`src/buck_cfg_pkg.sv`:
```
// package: register map, field layout, reset values, timing and decode types for the buck config bank
package buck_cfg_pkg;

	// ****************************************
	// register byte addresses (byte indices scaled by four on apb)
	// ****************************************
	localparam logic [7:0] idx_reset_timer_config    = 8'h99;
	localparam logic [7:0] idx_buck_current_limit_a  = 8'h9a;
	localparam logic [7:0] idx_buck_current_limit_b  = 8'h9b;
	localparam logic [7:0] idx_buck_current_limit_c  = 8'h9c;
	localparam logic [7:0] idx_core_buck_two_config  = 8'h9d;
	localparam logic [7:0] idx_core_buck_one_config  = 8'h9e;
	localparam logic [7:0] idx_buck_status           = 8'ha8;
	localparam int         num_regs                  = 6;

	// ****************************************
	// field positions
	// ****************************************
	localparam int start_event_lsb = 6;
	localparam int delay_code_lsb  = 0;
	localparam int limit_hi_lsb    = 4;
	localparam int limit_lo_lsb    = 0;
	localparam int op_mode_lsb     = 6;
	localparam int pulldown_bit    = 5;
	localparam int feedback_lsb    = 0;

	// writable bits per register; reserved bits read zero
	localparam logic [7:0] conf_mask = 8'he7;
	localparam logic [7:0] full_mask = 8'hff;

	// reset values
	localparam logic [7:0] reset_val = 8'h00;
	localparam logic [7:0] core_conf_reset_val = 8'h01;

	// ****************************************
	// timing: one delay tick is 1.024 ms at 125 mhz
	// ****************************************
	localparam int  tick_ns        = 1024000;
	localparam int  clk_period_ns  = 8;
	localparam int  tick_cycles    = tick_ns / clk_period_ns;
	localparam logic [5:0] linear_top_code = 6'h20;
	localparam logic [5:0] linear_top_ticks = 6'h20;

	// current limits in ma
	localparam logic [12:0] base_limit_high_ma = 13'h05dc;
	localparam logic [12:0] base_limit_low_ma  = 13'h01f4;
	localparam logic [12:0] step_limit_ma      = 13'h0064;

	// ****************************************
	// types
	// ****************************************
	typedef enum logic [1:0] {
		ev_external_wake,
		ev_system_domain_powered,
		ev_power_domain_powered,
		ev_reset_state_exit
	} start_event_e;

	typedef enum logic [1:0] {
		mode_by_voltage_sel,
		mode_forced_sleep,
		mode_forced_sync,
		mode_automatic
	} op_mode_e;

	typedef struct packed {
		logic external_wake;
		logic system_domain_powered;
		logic power_domain_powered;
		logic reset_state_exit;
	} start_events_s;

	typedef struct packed {
		logic core_buck_merge_on;
		logic memory_io_merge_on;
		logic processor_full_current;
		logic core_full_current;
		logic core_dual_phase;
		logic core_one_enabled;
		logic core_two_enabled;
	} buck_ctrl_s;

	typedef struct packed {
		logic [12:0] memory_buck_limit_ma;
		logic [12:0] io_buck_limit_ma;
		logic [12:0] peripheral_buck_limit_ma;
		logic [12:0] processor_buck_limit_ma;
		logic [12:0] core_one_limit_ma;
		logic [12:0] core_two_limit_ma;
	} limits_s;

	typedef struct packed {
		op_mode_e   core_one_op_mode;
		op_mode_e   core_two_op_mode;
		logic       core_one_pulldown_en;
		logic       core_two_pulldown_en;
		logic [2:0] core_one_sense_src;
		logic [2:0] core_two_sense_src;
		logic       core_one_mixer_off;
		logic       core_one_diff_sense;
		logic       core_two_fb_invalid;
	} core_ctrl_s;

endpackage

```
`src/buck_config_reset_timer_regs.sv`:
```
// buck converter and reset-delay configuration register bank with apb slave and delay timer
//
// Contract
// - the start-event field picks which event starts the reset delay timer.
// - delay codes up to 0x20 count code times 1.024 ms.
// - each code above 0x20 adds a further 32.768 ms, reaching 1048.576 ms at all ones.
// - memory buck limit is 1500 ma plus 100 ma a step, doubled when merged with the io buck.
// - io and peripheral buck limits are 1500 ma plus 100 ma a step, never doubled.
// - processor buck limit is 500 ma plus 100 ma a step, doubled in full-current mode.
// - both core buck limits are 500 ma plus 100 ma a step, doubled in full-current mode.
// - core buck mode 00 follows voltage a/b, 01 sleep, 10 synchronous, 11 automatic.
// - pull-down is on while disabled unless its off bit is set; core two loses it in dual phase.
// - core two feedback bits add own output, core switch and peripheral switch; 000 is invalid.
// - core one feedback 000 turns the mixer off so it senses its own output when not merged.
// - core one feedback 000 with merge on selects differential remote sensing.
module buck_config_reset_timer_regs
	import buck_cfg_pkg::*;
#(
	parameter int tick_len = tick_cycles
) (
	// apb clock and reset
	input  wire logic                    pclk,
	input  wire logic                    presetn,
	// apb slave
	input  wire logic                    psel,
	input  wire logic                    penable,
	input  wire logic                    pwrite,
	input  wire logic [11:0]             paddr,
	input  wire logic [31:0]             pwdata,
	input  wire logic [3:0]              pstrb,
	output logic      [31:0]             prdata,
	output logic                         pready,
	output logic                         pslverr,
	// system events and controls
	input  wire buck_cfg_pkg::start_events_s events,
	input  wire logic                    reset_pin_mode_sel,
	input  wire buck_cfg_pkg::buck_ctrl_s    ctrl,
	// decoded outputs
	output buck_cfg_pkg::limits_s         limits,
	output buck_cfg_pkg::core_ctrl_s      core_ctrl,
	output logic                         reset_delay_done,
	output logic                         event_combo_illegal
);
	import buck_cfg_pkg::*;

	// ****************************************
	// state
	// ****************************************
	typedef enum logic [1:0] {
		tmr_idle,
		tmr_count,
		tmr_done
	} tmr_e;

	typedef struct packed {
		logic [num_regs-1:0][7:0] regs;
		tmr_e                     tstate;
		logic [10:0]              ticks_left;
		logic [16:0]              sub_cnt;
		logic [31:0]              rdata;
		logic                     err;
		logic                     combo_seen;
	} state_s;

	state_s st_r;
	state_s st_nxt;

	logic       start_hit;
	logic [3:0] dec_idx;
	logic [2:0] reg_idx;
	logic       reg_hit;
	logic       status_hit;
	logic [10:0] delay_ticks;

	// byte address index from apb word address
	function automatic logic [3:0] decode_idx(input logic [11:0] a);
		logic [7:0] w;
		w = a[9:2];
		decode_idx = 4'hf;
		if (a[1:0] == 2'h0 && a[11:10] == 2'h0) begin
			if (w >= idx_reset_timer_config && w <= idx_core_buck_one_config) begin
				decode_idx = {1'b0, 3'(w - idx_reset_timer_config)};
			end
		end
	endfunction

	// writable mask per register
	function automatic logic [7:0] wmask(input logic [2:0] i);
		wmask = (i >= 3'h4) ? conf_mask : full_mask;
	endfunction

	// limit in ma from base, code and doubling
	function automatic logic [12:0] limit_ma(input logic [12:0] base, input logic [3:0] code,
		input logic dbl);
		logic [12:0] v;
		v = base + 13'(code) * step_limit_ma;
		limit_ma = dbl ? 13'(v << 1) : v;
	endfunction

	// ****************************************
	// decode and next state
	// ****************************************
	assign dec_idx    = decode_idx(paddr);
	assign reg_idx    = dec_idx[2:0];
	assign reg_hit    = ~dec_idx[3];
	assign status_hit = (paddr[11:2] == {2'h0, idx_buck_status}) && (paddr[1:0] == 2'h0);

	// event pick for the timer start
	always_comb begin
		unique case (start_event_e'(st_r.regs[0][start_event_lsb +: 2]))
			ev_external_wake:         start_hit = events.external_wake;
			ev_system_domain_powered: start_hit = events.system_domain_powered;
			ev_power_domain_powered:  start_hit = events.power_domain_powered;
			ev_reset_state_exit:      start_hit = events.reset_state_exit;
		endcase
	end

	// delay in 1.024 ms ticks: linear to 0x20, then 32 ticks per code
	always_comb begin
		if (st_r.regs[0][5:0] <= linear_top_code) begin
			delay_ticks = {5'h00, st_r.regs[0][5:0]};
		end else begin
			delay_ticks = 11'({5'h00, st_r.regs[0][5:0] - linear_top_code} + 11'h001) << 5;
		end
	end

	always_comb begin
		st_nxt = st_r;
		st_nxt.err = 1'b0;
		// apb setup phase loads read data and error
		if (psel && !penable) begin
			st_nxt.err   = !(reg_hit || status_hit);
			st_nxt.rdata = 32'h0;
			if (reg_hit) begin
				st_nxt.rdata = {24'h0, st_r.regs[reg_idx] & wmask(reg_idx)};
			end else if (status_hit) begin
				st_nxt.rdata = {22'h0, st_r.combo_seen, reset_delay_done, st_r.tstate,
					st_r.ticks_left[5:0]};
			end
		end
		// writes land at the access edge
		if (psel && penable && pwrite && reg_hit && pstrb[0]) begin
			st_nxt.regs[reg_idx] = pwdata[7:0] & wmask(reg_idx);
		end
		// sticky flag of forbidden start event combination
		if (event_combo_illegal) begin
			st_nxt.combo_seen = 1'b1;
		end
		// delay timer
		unique case (st_r.tstate)
			tmr_idle: begin
				if (start_hit) begin
					st_nxt.ticks_left = delay_ticks;
					st_nxt.sub_cnt    = 17'(tick_len - 1);
					st_nxt.tstate     = (delay_ticks == 11'h0) ? tmr_done : tmr_count;
				end
			end
			tmr_count: begin
				if (st_r.sub_cnt == 17'h0) begin
					st_nxt.sub_cnt    = 17'(tick_len - 1);
					st_nxt.ticks_left = st_r.ticks_left - 11'h001;
					if (st_r.ticks_left == 11'h001) begin
						st_nxt.tstate = tmr_done;
					end
				end else begin
					st_nxt.sub_cnt = st_r.sub_cnt - 17'h00001;
				end
			end
			tmr_done: begin
				if (!start_hit) begin
					st_nxt.tstate = tmr_idle;
				end
			end
		endcase
	end

	// state register
	always_ff @(posedge pclk or negedge presetn) begin
		if (!presetn) begin
			st_r <= '{regs: {core_conf_reset_val, core_conf_reset_val, reset_val, reset_val,
				reset_val, reset_val}, tstate: tmr_idle, ticks_left: 11'h0, sub_cnt: 17'h0,
				rdata: 32'h0, err: 1'b0, combo_seen: 1'b0};
		end else begin
			st_r <= st_nxt;
		end
	end

	// ****************************************
	// outputs
	// ****************************************
	assign prdata  = st_r.rdata;
	assign pready  = 1'b1;
	assign pslverr = psel && penable && st_r.err;
	assign reset_delay_done = (st_r.tstate == tmr_done);
	assign event_combo_illegal = (st_r.regs[0][7:6] == 2'h3) && reset_pin_mode_sel;

	// current limits
	always_comb begin
		limits.memory_buck_limit_ma = limit_ma(base_limit_high_ma, st_r.regs[1][7:4],
			ctrl.memory_io_merge_on);
		limits.io_buck_limit_ma = limit_ma(base_limit_high_ma, st_r.regs[1][3:0], 1'b0);
		limits.peripheral_buck_limit_ma = limit_ma(base_limit_high_ma, st_r.regs[2][7:4], 1'b0);
		limits.processor_buck_limit_ma = limit_ma(base_limit_low_ma, st_r.regs[2][3:0],
			ctrl.processor_full_current);
		limits.core_two_limit_ma = limit_ma(base_limit_low_ma, st_r.regs[3][7:4],
			ctrl.core_full_current);
		limits.core_one_limit_ma = limit_ma(base_limit_low_ma, st_r.regs[3][3:0],
			ctrl.core_full_current);
	end

	// core buck modes, pull-downs and sensing
	always_comb begin
		core_ctrl.core_two_op_mode = op_mode_e'(st_r.regs[4][op_mode_lsb +: 2]);
		core_ctrl.core_one_op_mode = op_mode_e'(st_r.regs[5][op_mode_lsb +: 2]);
		core_ctrl.core_two_pulldown_en = !st_r.regs[4][pulldown_bit] && !ctrl.core_two_enabled
			&& !ctrl.core_dual_phase;
		core_ctrl.core_one_pulldown_en = !st_r.regs[5][pulldown_bit] && !ctrl.core_one_enabled;
		core_ctrl.core_two_sense_src = st_r.regs[4][2:0];
		core_ctrl.core_two_fb_invalid = (st_r.regs[4][2:0] == 3'h0);
		core_ctrl.core_one_mixer_off = (st_r.regs[5][2:0] == 3'h0);
		core_ctrl.core_one_sense_src = core_ctrl.core_one_mixer_off ? 3'h1 : st_r.regs[5][2:0];
		core_ctrl.core_one_diff_sense = core_ctrl.core_one_mixer_off
			&& ctrl.core_buck_merge_on;
	end

	// ****************************************
	// assertions
	// ****************************************
	a_write_readback: assert property (@(posedge pclk) disable iff (!presetn)
		psel && penable && pwrite && reg_hit && pstrb[0] |=> st_r.regs[$past(reg_idx)]
		== ($past(pwdata[7:0]) & wmask($past(reg_idx))))
		else $error("register write not stored");
	a_reserved_zero: assert property (@(posedge pclk) disable iff (!presetn)
		(st_r.regs[4][4:3] == 2'h0) && (st_r.regs[5][4:3] == 2'h0))
		else $error("reserved bits set");
	a_timer_zero: assert property (@(posedge pclk) disable iff (!presetn)
		st_r.tstate == tmr_idle && start_hit && st_r.regs[0][5:0] == 6'h0 |=> reset_delay_done)
		else $error("zero delay not immediate");
	a_timer_ticks: assert property (@(posedge pclk) disable iff (!presetn)
		st_r.tstate == tmr_idle && start_hit |=> st_r.ticks_left == $past(delay_ticks))
		else $error("delay tick count wrong");
	a_event_pick: assert property (@(posedge pclk) disable iff (!presetn)
		st_r.tstate == tmr_idle && !start_hit |=> st_r.tstate == tmr_idle)
		else $error("timer started without event");
	a_mem_double: assert property (@(posedge pclk) disable iff (!presetn)
		ctrl.memory_io_merge_on |-> limits.memory_buck_limit_ma == 13'((13'h05dc
		+ 13'(st_r.regs[1][7:4]) * 13'h0064) << 1))
		else $error("merged memory limit wrong");
	a_io_limit: assert property (@(posedge pclk) disable iff (!presetn)
		limits.io_buck_limit_ma == 13'h05dc + 13'(st_r.regs[1][3:0]) * 13'h0064)
		else $error("io limit wrong");
	a_pro_limit: assert property (@(posedge pclk) disable iff (!presetn)
		!ctrl.processor_full_current |-> limits.processor_buck_limit_ma
		== 13'h01f4 + 13'(st_r.regs[2][3:0]) * 13'h0064)
		else $error("processor limit wrong");
	a_core_limit: assert property (@(posedge pclk) disable iff (!presetn)
		ctrl.core_full_current |-> limits.core_one_limit_ma
		== 13'((13'h01f4 + 13'(st_r.regs[3][3:0]) * 13'h0064) << 1))
		else $error("core limit not doubled");
	a_dual_pulldown: assert property (@(posedge pclk) disable iff (!presetn)
		ctrl.core_dual_phase |-> !core_ctrl.core_two_pulldown_en)
		else $error("pull-down in dual phase");
	a_diff_sense: assert property (@(posedge pclk) disable iff (!presetn)
		core_ctrl.core_one_diff_sense |-> ctrl.core_buck_merge_on && st_r.regs[5][2:0] == 3'h0)
		else $error("differential sense misselected");
	a_peri_limit: assert property (@(posedge pclk) disable iff (!presetn)
		limits.peripheral_buck_limit_ma == base_limit_high_ma + 13'(st_r.regs[2][7:4]) * step_limit_ma)
		else $error("peripheral limit wrong");
	a_mem_plain: assert property (@(posedge pclk) disable iff (!presetn)
		!ctrl.memory_io_merge_on |-> limits.memory_buck_limit_ma == base_limit_high_ma
		+ 13'(st_r.regs[1][7:4]) * step_limit_ma) else $error("plain memory limit wrong");
	a_pro_double: assert property (@(posedge pclk) disable iff (!presetn)
		ctrl.processor_full_current |-> limits.processor_buck_limit_ma == 13'((base_limit_low_ma
		+ 13'(st_r.regs[2][3:0]) * step_limit_ma) << 1)) else $error("processor limit not doubled");
	a_core_two_limit: assert property (@(posedge pclk) disable iff (!presetn)
		!ctrl.core_full_current |-> limits.core_two_limit_ma == base_limit_low_ma
		+ 13'(st_r.regs[3][7:4]) * step_limit_ma) else $error("core two limit wrong");
	a_fb_invalid: assert property (@(posedge pclk) disable iff (!presetn)
		core_ctrl.core_two_fb_invalid == (core_ctrl.core_two_sense_src == 3'h0))
		else $error("core two feedback invalid flag wrong");
	a_mixer_own: assert property (@(posedge pclk) disable iff (!presetn)
		core_ctrl.core_one_mixer_off && !ctrl.core_buck_merge_on |-> core_ctrl.core_one_sense_src
		== 3'h1 && !core_ctrl.core_one_diff_sense) else $error("core one own sense wrong");
	a_pulldown_off: assert property (@(posedge pclk) disable iff (!presetn)
		st_r.regs[5][pulldown_bit] |-> !core_ctrl.core_one_pulldown_en)
		else $error("pull-down engaged although off");
	a_pulldown_on: assert property (@(posedge pclk) disable iff (!presetn)
		!st_r.regs[5][pulldown_bit] && !ctrl.core_one_enabled |-> core_ctrl.core_one_pulldown_en)
		else $error("pull-down missing while disabled");
	a_combo_flag: assert property (@(posedge pclk) disable iff (!presetn)
		event_combo_illegal |=> st_r.combo_seen)
		else $error("illegal combination not recorded");
	a_timer_start: assert property (@(posedge pclk) disable iff (!presetn)
		st_r.tstate == tmr_idle && start_hit && delay_ticks != 11'h0 |=> st_r.tstate == tmr_count)
		else $error("timer did not start");
	a_done_release: assert property (@(posedge pclk) disable iff (!presetn)
		st_r.tstate == tmr_done && !start_hit |=> st_r.tstate == tmr_idle)
		else $error("done held without event");
	a_slverr_unmapped: assert property (@(posedge pclk) disable iff (!presetn)
		psel && penable && !reg_hit && !status_hit |-> pslverr)
		else $error("unmapped access without error");
	a_tick_hold: assert property (@(posedge pclk) disable iff (!presetn)
		st_r.tstate == tmr_count && st_r.sub_cnt != 17'h0 |=> st_r.ticks_left == $past(st_r.ticks_left))
		else $error("tick count moved early");

endmodule // buck_config_reset_timer_regs

```
`config.mk`:
```
export PLATFORM = sky130hd
export DESIGN_NAME = buck_config_reset_timer_regs
export DESIGN_NICKNAME = d
export VERILOG_FILES = /design/src/buck_cfg_pkg.sv /design/src/buck_config_reset_timer_regs.sv
export SDC_FILE = /design/constraint.sdc
export NUM_CORES = 1
export LEC_CHECK = 0
export BUFFER_PORTS_ARGS = -buffer_cell sky130_fd_sc_hd__buf_2
export CORE_MARGIN = 10
export CORE_UTILIZATION = 50
export DETAILED_ROUTE_END_ITERATION = 6
export HOLD_SLACK_MARGIN = 0.02
export PLACE_DENSITY = 0.75
export SLEW_MARGIN = 20
export SYNTH_ARGS = -nofsm -noshare
export SYNTH_HDL_FRONTEND = slang
export SYNTH_SLANG_ARGS = --single-unit
export TNS_END_PERCENT = 1
```
`constraint.sdc`:
```
create_clock -name pclk -period 7.1 [get_ports pclk]
set_input_delay 0 -clock pclk [delete_from_list [all_inputs] [get_ports pclk]]
set_output_delay 0 -clock pclk [all_outputs]
set_load 0.02 [all_outputs]
```
======== Word-level counts from Yosys, hierarchy flattened ========
Index checks and enable logic that the tools add are counted.
cells by class
  multiplexer cells ....................... 26
  order comparisons ....................... 6
  add/sub/neg operators ................... 11
  shifts and indexed selects .............. 0
  bitwise operators ....................... 3
  eq/ne operators ......................... 11
  reductions and logical operators ........ 35
  divide/modulo/power cells ............... 0
  multipliers ............................. 6
operator list
  cell                                                count
  two-way mux 13 bit                                  5
  case mux 28 bit (2 select lines)                    1
  multiplier 4 x 5 -> 9 bit, second input constant    6
  bitwise mux 48 bit                                  1
  adder 11 x 11 -> 12 bit, first input constant       3
  adder 9 x 11 -> 12 bit, first input constant        3
  two-way mux 30 bit                                  1
  binary-select mux 8 bit (select 3 bit)              1
  demux 8 bit (select 3 bit)                          1
  two-way mux 10 bit                                  2
  logical NOT 17 bit                                  1
  two-way mux 17 bit                                  1
  subtractor 17 x 1 -> 17 bit, second input constant  1
  AND 8 bit                                           2
  two-way mux 8 bit                                   2
  logical AND 1 bit                                   15
  == test 11 x 1 -> 1 bit, second input constant      1
  logical NOT 11 bit                                  1
  two-way mux 11 bit                                  1
  subtractor 11 x 1 -> 11 bit, second input constant  1
  == test 10 x 8 -> 1 bit, second input constant      1
  >= comparator 8 bit, second input constant          1
  <= comparator 8 bit, second input constant          1
  logical NOT 2 bit                                   4
  25 further kinds                                    41
word-level totals
  memory bits (read-only) ................. 0
  RAM bits ................................ 0
  flip-flop bits (word level) ............. 90
  word-level logic and storage cells ...... 110
  output and inout bits ................... 129
  memories kept ........................... 0
  input port bits ......................... 65
  bits in latches ......................... 0

======== Logic depth before layout (Yosys ltp) ========
Gate-level depths: netlist (run 1).
  word-level depth ........................ 9
  mapped depth ............................ 11
  gate-level depth less buffers ........... 10

======== Least setup slack after synthesis (run 1) ========
No wires, ideal clock.
  path type ............................... reg-to-output
  start point ............................. reg st_r[90] (netlist name)
  end point ............................... out limits[23] (netlist name)
  setup slack ............................. 4.218 ns
  arrival time ............................ 2.882 ns
  cell stages (with the launch flop) ...... 11
  data required time ...................... 7.100 ns
  cell sequence ........................... dfrtp_1 clkbuf_1 inv_1 ha_1 inv_1 fa_1 nor4_1 nand2_1 o21ai_0 a21oi_1 a211oi_1
RTL lines
  element                   line                                 source
  start: declaration        buck_config_reset_timer_regs.sv:65   state_s st_r;
  start signal: assignment  buck_config_reset_timer_regs.sv:180  st_r <= '{regs: {core_conf_reset_val, core_conf_reset_val, reset_val, reset_val,
  start signal: assignment  buck_config_reset_timer_regs.sv:184  st_r <= st_nxt;
  end: declaration          buck_config_reset_timer_regs.sv:39   output buck_cfg_pkg::limits_s limits,

==> run summary, run 1 <==
Req. time, crit path - 7.10 ns
syn_area_per_cell - 8.77 µm²
row count - 46
global-route wire length before repair - 34.0 mm
RSZ-0062 raised after global routing - no
final setup vio count - 0
status - finished clean
FF+latch count, synth - 86
grt total ovfl - 0
r2r setup slk - 4.37 ns
Yosys warnings - 0
Lkg Pwr - 4.45 nW
top cells by area, synth - dfrtp_1, ha_1, mux2_2, buf_4, nand2_1
core area - 0.0159 mm²
Via Count - 7017
Clk Latency, worst-skew pair - 0.34 ns
Placement Setup Slack - 4.04 ns
Crit. End Element - primary output
Starting Density - 51.1%
Clock Path Buffers - 2
achievable clock frequency - 290 MHz
Diodes inserted - 0
final wirelength - 20.9 mm
Final HPWL DP - 16.0 mm
setup_tns - 0 ns
post-route ant nets - 0
Die Wd - 148 µm
vias per cell - 5.67
top layer in use - met4
Buffers on Ports - 129
routed length on met3 - 1.44 mm
post-CTS sizing - 0
Layout Skew - 0.00549 ns
max-cap viol count - 0
final slew viol count - 0
worst-path cell chain - inv_1, ha_1, inv_1, fa_1, or4_1, nor3b_1, nor3_1, a21oi_1, o22ai_1, buf_2
top-area cell type share of the netlist area - 25.8%
DRC - 0
Synth cell types - 76
synthesis-to-layout area growth - 10.8%
routed wl met2 - 10.2 mm
fill count - 1436
post-layout util - 56.7%
Min-Delay Path Class - input pin to flip-flop
metal1 wirelength - 8.78 mm
Hold Fails Final Rpt - 0
crit-path most repeated cell - inv_1
fraction of layout cells with a size suffix above 1 - 22.6%
WP data arrival - 3.44 ns
Clk pin slew, worst setup/hold paths - 0.06 ns
vias in the first global route - 6840
CP max stage delay - 0.67 ns
Post-synth top cells - dfrtp_1, nand2_1, ha_1, nor2_1, o21ai_0
Synth area leader - dfrtp_1
nets - 1168
num ports - 194
clk sinks - 86
# H-tree levels - 3
aggregate global-route resource usage - 18.5%
Slew @ Worst Pin - 1.14 ns
Die Y - 148 µm
Netlist Area Pre-Place - 0.00815 mm²
setup slack after layout - 3.66 ns
initial antenna violation count - 0
worst setup path class - flip-flop to primary output
die area - 0.0218 mm²
Worst path slowest cell - dfrtp_1
Post-synth ARST share - 100%
Seq/Total Area, Yosys - 26.4%
Post-synth EDFFs - 0
most used flip-flop cell after synthesis - dfrtp_1
Final Wtd Congestion - 0.865
period utilization - 48.5%
clock root buffer - clkbuf_16
Detailed Routing Iterations Pass 1 - 7
startpoint type of the worst setup path - flip-flop
Final min period - 3.44 ns
Synth Instances - 929
final hold slack - 0.0918 ns
CP max FO - 14
Post-DP Area - 0.00864 mm²
CTS tree - yes
max_slew headroom - 23.7%
largest net degree at the start of global routing - 54
initial DRC count - 444
post-route cell area - 0.00903 mm²
Pwr Density - 123 mW/mm²
WL per Instance - 16.9 µm
TritonCTS Buffers - 9
Max IR drop VDD - 0.0976 mV
==> metrics by stage <==
stage,total power (W),cells
finish,0.00111,1237
CTS,0.00111,1237
floorplan,0.000611,964
global placement,0.000636,1212
global route,0.00115,1237
detailed placement,0.000638,1212
==> report_power, final <==
group / leakage, nW / internal [W] / switching (W) / total [W]
Clock: 0.152 / 0.000290 / 0.000184 / 0.000474
Sequential: 1.13 / 0.000495 / 0.00000317 / 0.000498
Combinational: 3.17 / 0.0000405 / 0.0000945 / 0.000135
==> sequential cells by signal (all words and copies together) (netlist names) <==
name	cells
st_r	69
prdata	10
core_ctrl	7
==> critical path, delay by kind of cell (launching register included) <==
family,cells,cell delay [ns]
flip-flops,1,0.67
AND/OR/NAND/NOR,3,0.91
buffers and inverters,3,0.45
adder cells (fa/ha/maj),2,0.87
AO/OA/AOI/OAI,2,0.22
==> per-layer routing <==
metal	up-vias	GRT usage (%)
met3	42	3.69
met4	0	5.95
met2	246	31.6
li1	3412	-
met5	-	0
met1	3317	22.8
==> logic make-up after synthesis <==
kind of cell	synth area share (%)
other cells	0.0921
xor+xnor	6.02
mux	10.4
compound gates	16.6
fa+ha+maj	13.9
flops	26.4
buf+inv	9.50
simple gates	17.1
==> layout make-up <==
class	count	area, µm²	share of cell area [%]
multi-input combinational	730	5370	59.4
inverter	48	180	1.99
timing repair buffer	141	761	8.42
clock buffer	12	256	2.84
tap	216	270	2.99
sequential	86	2150	23.9
clock inverter	4	45.0	0.499
==> repair_timing <==
action | 4_1_cts | 5_1_grt
buffers inserted | 0 | 0
hold buffers | 9 | 0
hold endpoints to repair | 66 | 0
==> layout by cell type, fill, tap and decap left out, types with 37 or more instances in the layout <==
cell / n
ha_1: 81
buf_2: 128
nand2_1: 84
nor2_1: 57
dfrtp_1: 84
o21ai_0: 55
conb_1: 37
mux2_2: 48
a21oi_1: 53
inv_1: 47
==> path summary, 6_finish.rpt <==
path / startpoint / endpoint / cells past startpoint
hold reg to reg: prdata[8] / prdata[8] / 2
setup / recovery: st_r[90] / limits[24] / 10
setup reg to reg: st_r[34] / st_r[51] / 7
hold / removal: paddr[6] / prdata[9] / 4
max in group asynchronous: presetn / st_r[75] / 3
min in group asynchronous: presetn / st_r[0] / 2
No activity file was read; power rests on OpenSTA's default activity.
==> run 2, diff against run 1 <==
- clock period: 7.1 -> 3.5 ns (I/O delays scaled with it)
==> run 2 against run 1 <==
  * Critical path depth fell by 1
  * Via count barely moved
  * Non-clock buffer count rose by 6
  * Register-to-register slack got worse by 3.6 ns
  * Clock skew rose by 0.0018 ns
  * Global-route usage rose by 0.25 points
  * Routed wire length fell by 0.58%
  * Combinational power rose by 110%
  * Worst hold slack improved by 0.040 ns
  * Sequential power rose by 100%
==> run summary, run 2 (synthesized netlist as in run 1, its figures left out) <==
status - finished clean
post-route cell area - 0.00910 mm² (+0.76%)
Max IR drop VDD - 0.270 mV (+180%)
aggregate global-route resource usage - 18.7% (+0.25 points)
Via Count - 7023 (+0.086%)
die area - 0.0218 mm² (unchanged)
Final Wtd Congestion - 0.874 (+1.0%)
CTS tree - yes
crit-path most repeated cell - ha_1
Die Y - 148 µm (unchanged)
CP delay by family, top - adder cells
Biggest register - st_r
Detailed Routing Iterations Pass 1 - 5 (-2)
hold path cells - 4 (unchanged)
num ports - 194 (unchanged)
Buffers on Ports - 129 (unchanged)
post-route ant nets - 0 (unchanged)
CP max stage delay - 0.55 ns (-0.12 ns)
max reg flops - 69 (unchanged)
Crit path depth - 9 (-1)
WP data arrival - 3.28 ns (-0.16 ns)
setup slack after layout - 0.219 ns (-3.44 ns)
Req. time, crit path - 3.50 ns (-3.60 ns)
worst setup path class - flip-flop to primary output
vias in the first global route - 6851 (+0.16%)
synthesis-to-layout area growth - 11.7%
largest net degree at the start of global routing - 59 (+9.3%)
Clk Latency, worst-skew pair - 0.34 ns (about the same)
Final HPWL DP - 15.8 mm (-1.3%)
WL per Instance - 16.7 µm (-1.1%)
startpoint type of the worst setup path - flip-flop
Placement Setup Slack - 0.601 ns (-3.44 ns)
setup_tns - 0 ns (unchanged)
DRC - 0 (unchanged)
initial DRC count - 530 (+19%)
initial antenna violation count - 0 (unchanged)
achievable clock frequency - 305 MHz
vias per cell - 5.65 (-0.40%)
TritonCTS Buffers - 9 (unchanged)
final setup vio count - 0 (unchanged)
worst reg-to-reg path cell count - 7 (unchanged)
global-route wire length before repair - 34.6 mm (+1.9%)
period utilization - 93.7%
Starting Density - 51.1% (unchanged)
Pwr Density - 255 mW/mm² (+110%)
most common cell after layout, fill and taps aside - buf_2
Clk pin slew, worst setup/hold paths - 0.06 ns (about the same)
post-CTS sizing - 0 (unchanged)
nets - 1174 (+0.51%)
Layout Skew - 0.00732 ns (+0.00183 ns)
Hold Fails Final Rpt - 0 (unchanged)
Final min period - 3.28 ns
Worst path slowest cell - or4_1
Diodes inserted - 0 (unchanged)
worst-path cell chain - ha_1, ha_1, fa_1, or4_1, nor3b_1, nor3_1, a21oi_1, o22ai_1, buf_2
# H-tree levels - 3 (unchanged)
core area - 0.0159 mm² (unchanged)
Post-DP Area - 0.00869 mm² (+0.52%)
fraction of layout cells with a size suffix above 1 - 23.1% (+0.45 points)
Buf/Inv on CP - 1 (-2)
grt total ovfl - 0 (unchanged)
clk sinks - 86 (unchanged)
final hold slack - 0.131 ns (+0.0397 ns)
Die Wd - 148 µm (unchanged)
max-cap viol count - 0 (unchanged)
Lkg Pwr - 4.47 nW (+0.58%)
RSZ-0062 raised after global routing - no
Slew @ Worst Pin - 0.689 ns (-0.446 ns)
final slew viol count - 0 (unchanged)
final wirelength - 20.8 mm (-0.58%)
CP max FO - 8 (-6)
row count - 46 (unchanged)
Crit. End Element - primary output
commonest non-fill, non-tap cells in the layout - buf_2, nand2_1, dfrtp_1
post-layout util - 57.1% (+0.43 points)
Clock Path Buffers - 2 (unchanged)
clock root buffer - clkbuf_16
Min-Delay Path Class - input pin to flip-flop
max_slew headroom - 52.8% (+29 points)
==> run 2: changes by cell type in the layout (fill, tap and decap cells not counted), sizes merged <==
cell,delta
buf,+6
bufinv,+1
clkbuf,-1
clkinv,-3
clkinvlp,+3
==> run 2: through the flow <==
stage                     total power [W]  cells
after global routing              0.00241   1243
after detailed placement          0.00130   1218
after CTS                         0.00233   1243
final                             0.00232   1243
after floorplan                   0.00124    964
after global placement            0.00129   1218
==> run 2: layout make-up <==
cell class                      count  area [µm²]
Multi-Input combinational cell    730        5370
Fill cell                        1416        6840
Clock buffer                       11         243
Timing Repair Buffer              147         806
Inverter                           48         180
Sequential cell                    86        2150
Tap cell                          216         270
Clock inverter                      5        82.6
==> run 2: final timing paths <==
kind	start	to	slack, ns
max	st_r[88]	limits[24]	0.22
min	penable	prdata[9]	0.13
max reg2reg	st_r[34]	st_r[51]	0.82
min reg2reg	prdata[8]	prdata[8]	0.46
max in group asynchronous	presetn	st_r[57]	2.41
min in group asynchronous	presetn	prdata[9]	0.25
==> run 2: layer usage <==
metal	global-route usage, %	part of all wire, %	up-vias
li1	-	-	3421
met1	23.9	43	3333
met2	31.5	48	242
met3	3.75	6.8	27
met4	5.30	2.1	0
met5	0	0	-
==> run 2: tightest hold or removal path, stage by stage <==
cell and delay [ns]:
buf_2 0.12, nor2b_1 0.15, nand3_1 0.12, nand2_1 0.05
==> run 2: what timing repair did <==
item	4_1_cts	5_1_grt
hold buffers	9	0
setup buffers	0	0
endpoints found under the hold margin	90	0
endpoints found under the setup margin	0	0
==> run 2: power breakdown <==
group / switching, W / internal (W) / total, W
Combinational: 0.000192 / 0.0000847 / 0.000277
Sequential: 0.00000622 / 0.00100 / 0.00101
Clock: 0.000387 / 0.000644 / 0.00103
==> run 3, diff against run 2 <==
- ABC_AREA: not set -> 1
==> run 3 against run 2 <==
  * Worst hold slack got worse by 0.097 ns
  * Clock skew up 0.0030 ns
  * Register-to-register slack improved by 0.20 ns
  * Design area is 2.5% lower
  * Non-clock buffer count fell by 13
  * Area after synthesis fell by 1.3%
  * Sequential cell count is the same
  * Final cell count increased by 14%
  * Global-route usage down 0.90 points
  * Via count up 1.3%
  * Sequential share of layout area up 0.61 points
  * Largest power group is now sequential cells
==> run summary, run 3 <==
vias per cell - 5.03 (-11%)
Detailed Routing Iterations Pass 1 - 5 (unchanged)
Min-Delay Path Class - input pin to flip-flop
Pwr Density - 352 mW/mm² (+38%)
aggregate global-route resource usage - 17.8% (-0.90 points)
initial antenna violation count - 0 (unchanged)
Final min period - 2.99 ns (-0.291 ns)
Synth cell types - 44 (-42%)
Diodes inserted - 0 (unchanged)
period utilization - 85.4% (-8.3 points)
Final HPWL DP - 15.6 mm (-0.90%)
initial DRC count - 487 (-8.1%)
Clk Latency, worst-skew pair - 0.34 ns (about the same)
fraction of layout cells with a size suffix above 1 - 17.1% (-6.0 points)
Req. time, crit path - 3.50 ns (about the same)
Post-synth top cells - nand2_1, inv_1, nor2_1, dfrtp_1, nand3_1
vias in the first global route - 6837 (-0.20%)
most common cell after layout, fill and taps aside - nand2_1
Slew @ Worst Pin - 0.809 ns (+0.120 ns)
die area - 0.0216 mm² (-1.1%)
syn_area_per_cell - 7.36 µm² (-16%)
most used flip-flop cell after synthesis - dfrtp_1
CP max FO - 6 (-2)
Sequential Power Share - 36.0% (-7.6 points)
clock share of power - 33.3% (-11 points)
post-route ant nets - 0 (unchanged)
top cells by area, synth - dfrtp_1, ha_1, nand2_1, inv_1, buf_4
met2 usage - 31.4% (-0.084 points)
CP max stage delay - 0.44 ns (-0.11 ns)
met3 Usage GRT - 4.30% (+0.55 points)
Clock Path Buffers - 2 (unchanged)
layer with the highest usage - met2
Starting Density - 50.8% (-0.29 points)
most common cell in the netlist - nand2_1
nets - 1344 (+14%)
Comb pwr share - 30.7% (+19 points)
Buffers on Ports - 129 (unchanged)
# H-tree levels - 3 (unchanged)
achievable clock frequency - 334 MHz (+9.7%)
Worst path slowest cell - dfrtp_1
Lkg Pwr - 4.99 nW (+11%)
Post-synth ARST share - 100% (unchanged)
status - finished clean
Netlist Area Pre-Place - 0.00805 mm² (-1.3%)
Post-synth EDFFs - 0 (unchanged)
grt total ovfl - 0 (unchanged)
setup slack after layout - 0.510 ns (+0.291 ns)
core area - 0.0158 mm² (-0.72%)
num ports - 194 (unchanged)
Die Y - 147 µm (-0.56%)
final setup vio count - 0 (unchanged)
row count - 46 (unchanged)
worst setup path class - flip-flop to primary output
final slew viol count - 0 (unchanged)
Seq/Total Area, Yosys - 26.8% (+0.35 points)
clk sinks - 86 (unchanged)
max-cap viol count - 0 (unchanged)
setup_tns - 0 ns (unchanged)
Hold Fails Final Rpt - 0 (unchanged)
Crit. End Element - primary output
worst-path cell chain - inv_1, ha_1, ha_1, fa_1, xor2_1, inv_1, nand4_1, xnor2_1, or2_2, o21ai_0, buf_2
synthesis-to-layout area growth - 10.3%
Biggest register - st_r
post-layout util - 56.1% (-1.0 points)
clock root buffer - clkbuf_16
global-route wire length before repair - 32.7 mm (-5.5%)
top-area cell type share of the netlist area - 26.1% (+0.34 points)
max_slew headroom - 46.0% (-6.8 points)
switching share of power - 36.9% (+12 points)
FF+latch count, synth - 86 (unchanged)
TritonCTS Buffers - 9 (unchanged)
final wirelength - 19.9 mm (-4.5%)
final hold slack - 0.0340 ns (-0.0975 ns)
Synth Instances - 1094 (+18%)
Final Wtd Congestion - 0.900 (+3.1%)
M1 GR Usage - 20.7% (-3.2 points)
commonest non-fill, non-tap cells in the layout - nand2_1, inv_1, buf_2
WP data arrival - 2.99 ns (-0.29 ns)
Clk pin slew, worst setup/hold paths - 0.07 ns (about the same)
switching pwr - 0.00115 W (+97%)
Via Count - 7111 (+1.3%)
max reg flops - 69 (unchanged)
largest net degree at the start of global routing - 63 (+6.8%)
RSZ-0062 raised after global routing - no
Yosys warnings - 0 (unchanged)
number of post-CTS setup repair buffers - 0 (unchanged)
WL per Instance - 14.1 µm (-16%)
Layout Skew - 0.0103 ns (+0.00302 ns)
Synth area leader - dfrtp_1
Placement Setup Slack - 0.876 ns (+0.276 ns)
DRC - 0 (unchanged)
Die Wd - 147 µm (-0.56%)
Max IR drop VDD - 0.286 mV (+6.0%)
CTS tree - yes
internal power - 0.00197 W (+14%)
fill count - 1504 (+6.2%)
startpoint type of the worst setup path - flip-flop
[run 3: kinds of logic (layout without fill, tap and decap cells)]
family	Yosys count	count (layout)	synth area share [%]
AOI/OAI and AO/OA	154	154	11.0
xor gates and xnor gates	63	63	6.95
adders and majority gates	87	87	14.1
buffers and inverters	218	286	13.7
DFF	86	86	26.8
muxes	6	6	0.746
other	2	37	0.0933
and+or+nand+nor	478	478	26.7
[run 3: through the flow]
step	area, µm²	power (W)	instances
2_1_floorplan	8180	0.00193	1129
3_3_place_gp	8520	0.00206	1394
5_1_grt	8870	0.00331	1413
3_5_place_dp	8520	0.00208	1394
6_report	8870	0.00312	1413
4_1_cts	8870	0.00313	1413
[run 3: path summary, 6_finish.rpt]
path / slack [ns] / start / cells past startpoint / end
worst min register to register: 0.45 / st_r[0] / 2 / st_r[0]
worst max-delay path: 0.51 / st_r[76] / 11 / limits[75]
max in group asynchronous: 2.31 / presetn / 3 / core_ctrl[3]
worst max register to register: 1.02 / st_r[63] / 9 / st_r[59]
min in group asynchronous: 0.29 / presetn / 2 / prdata[1]
worst min-delay path: 0.03 / psel / 5 / prdata[3]
[run 3: routing by layer]
layer / vias to the layer above / share of wire [%]
li1: 3628 / -
met1: 3263 / 42
met2: 191 / 49
met3: 29 / 6.6
met4: 0 / 2.2
met5: - / 0
[run 3: worst max-delay path, delay by kind of cell (launching register included)]
family	cells	cell delay, ns
XOR/XNOR	2	0.35
flip-flops	1	0.44
buffers and inverters	3	0.39
AND/OR/NAND/NOR	2	0.40
adder cells (fa/ha/maj)	3	0.99
AO/OA/AOI/OAI	1	0.07
[run 3: layout make-up]
cell class                 count  area [µm²]  area share, %
tap                          216         270           3.05
sequential                    86        2150           24.3
timing repair buffer         134         693           7.81
clock buffer                   9         225           2.54
inverter                     136         510           5.75
clock inverter                 7        97.6           1.10
multi-input combinational    825        4920           55.5
[run 3: power groups by stage]
stage | logic, W | clock network, W | registers [W]
after CTS | 0.000952 | 0.00106 | 0.00112
after detailed placement | 0.000941 | 0 | 0.00114
final | 0.000958 | 0.00104 | 0.00112
after floorplan | 0.000800 | 0 | 0.00113
after global placement | 0.000925 | 0 | 0.00114
after global routing | 0.00108 | 0.00109 | 0.00113
[run 3: repair_timing]
item / 4_1_cts / 5_1_grt
gates resized for setup: 0 / 0
hold buffers: 3 / 0
endpoints found under the hold margin: 63 / 0
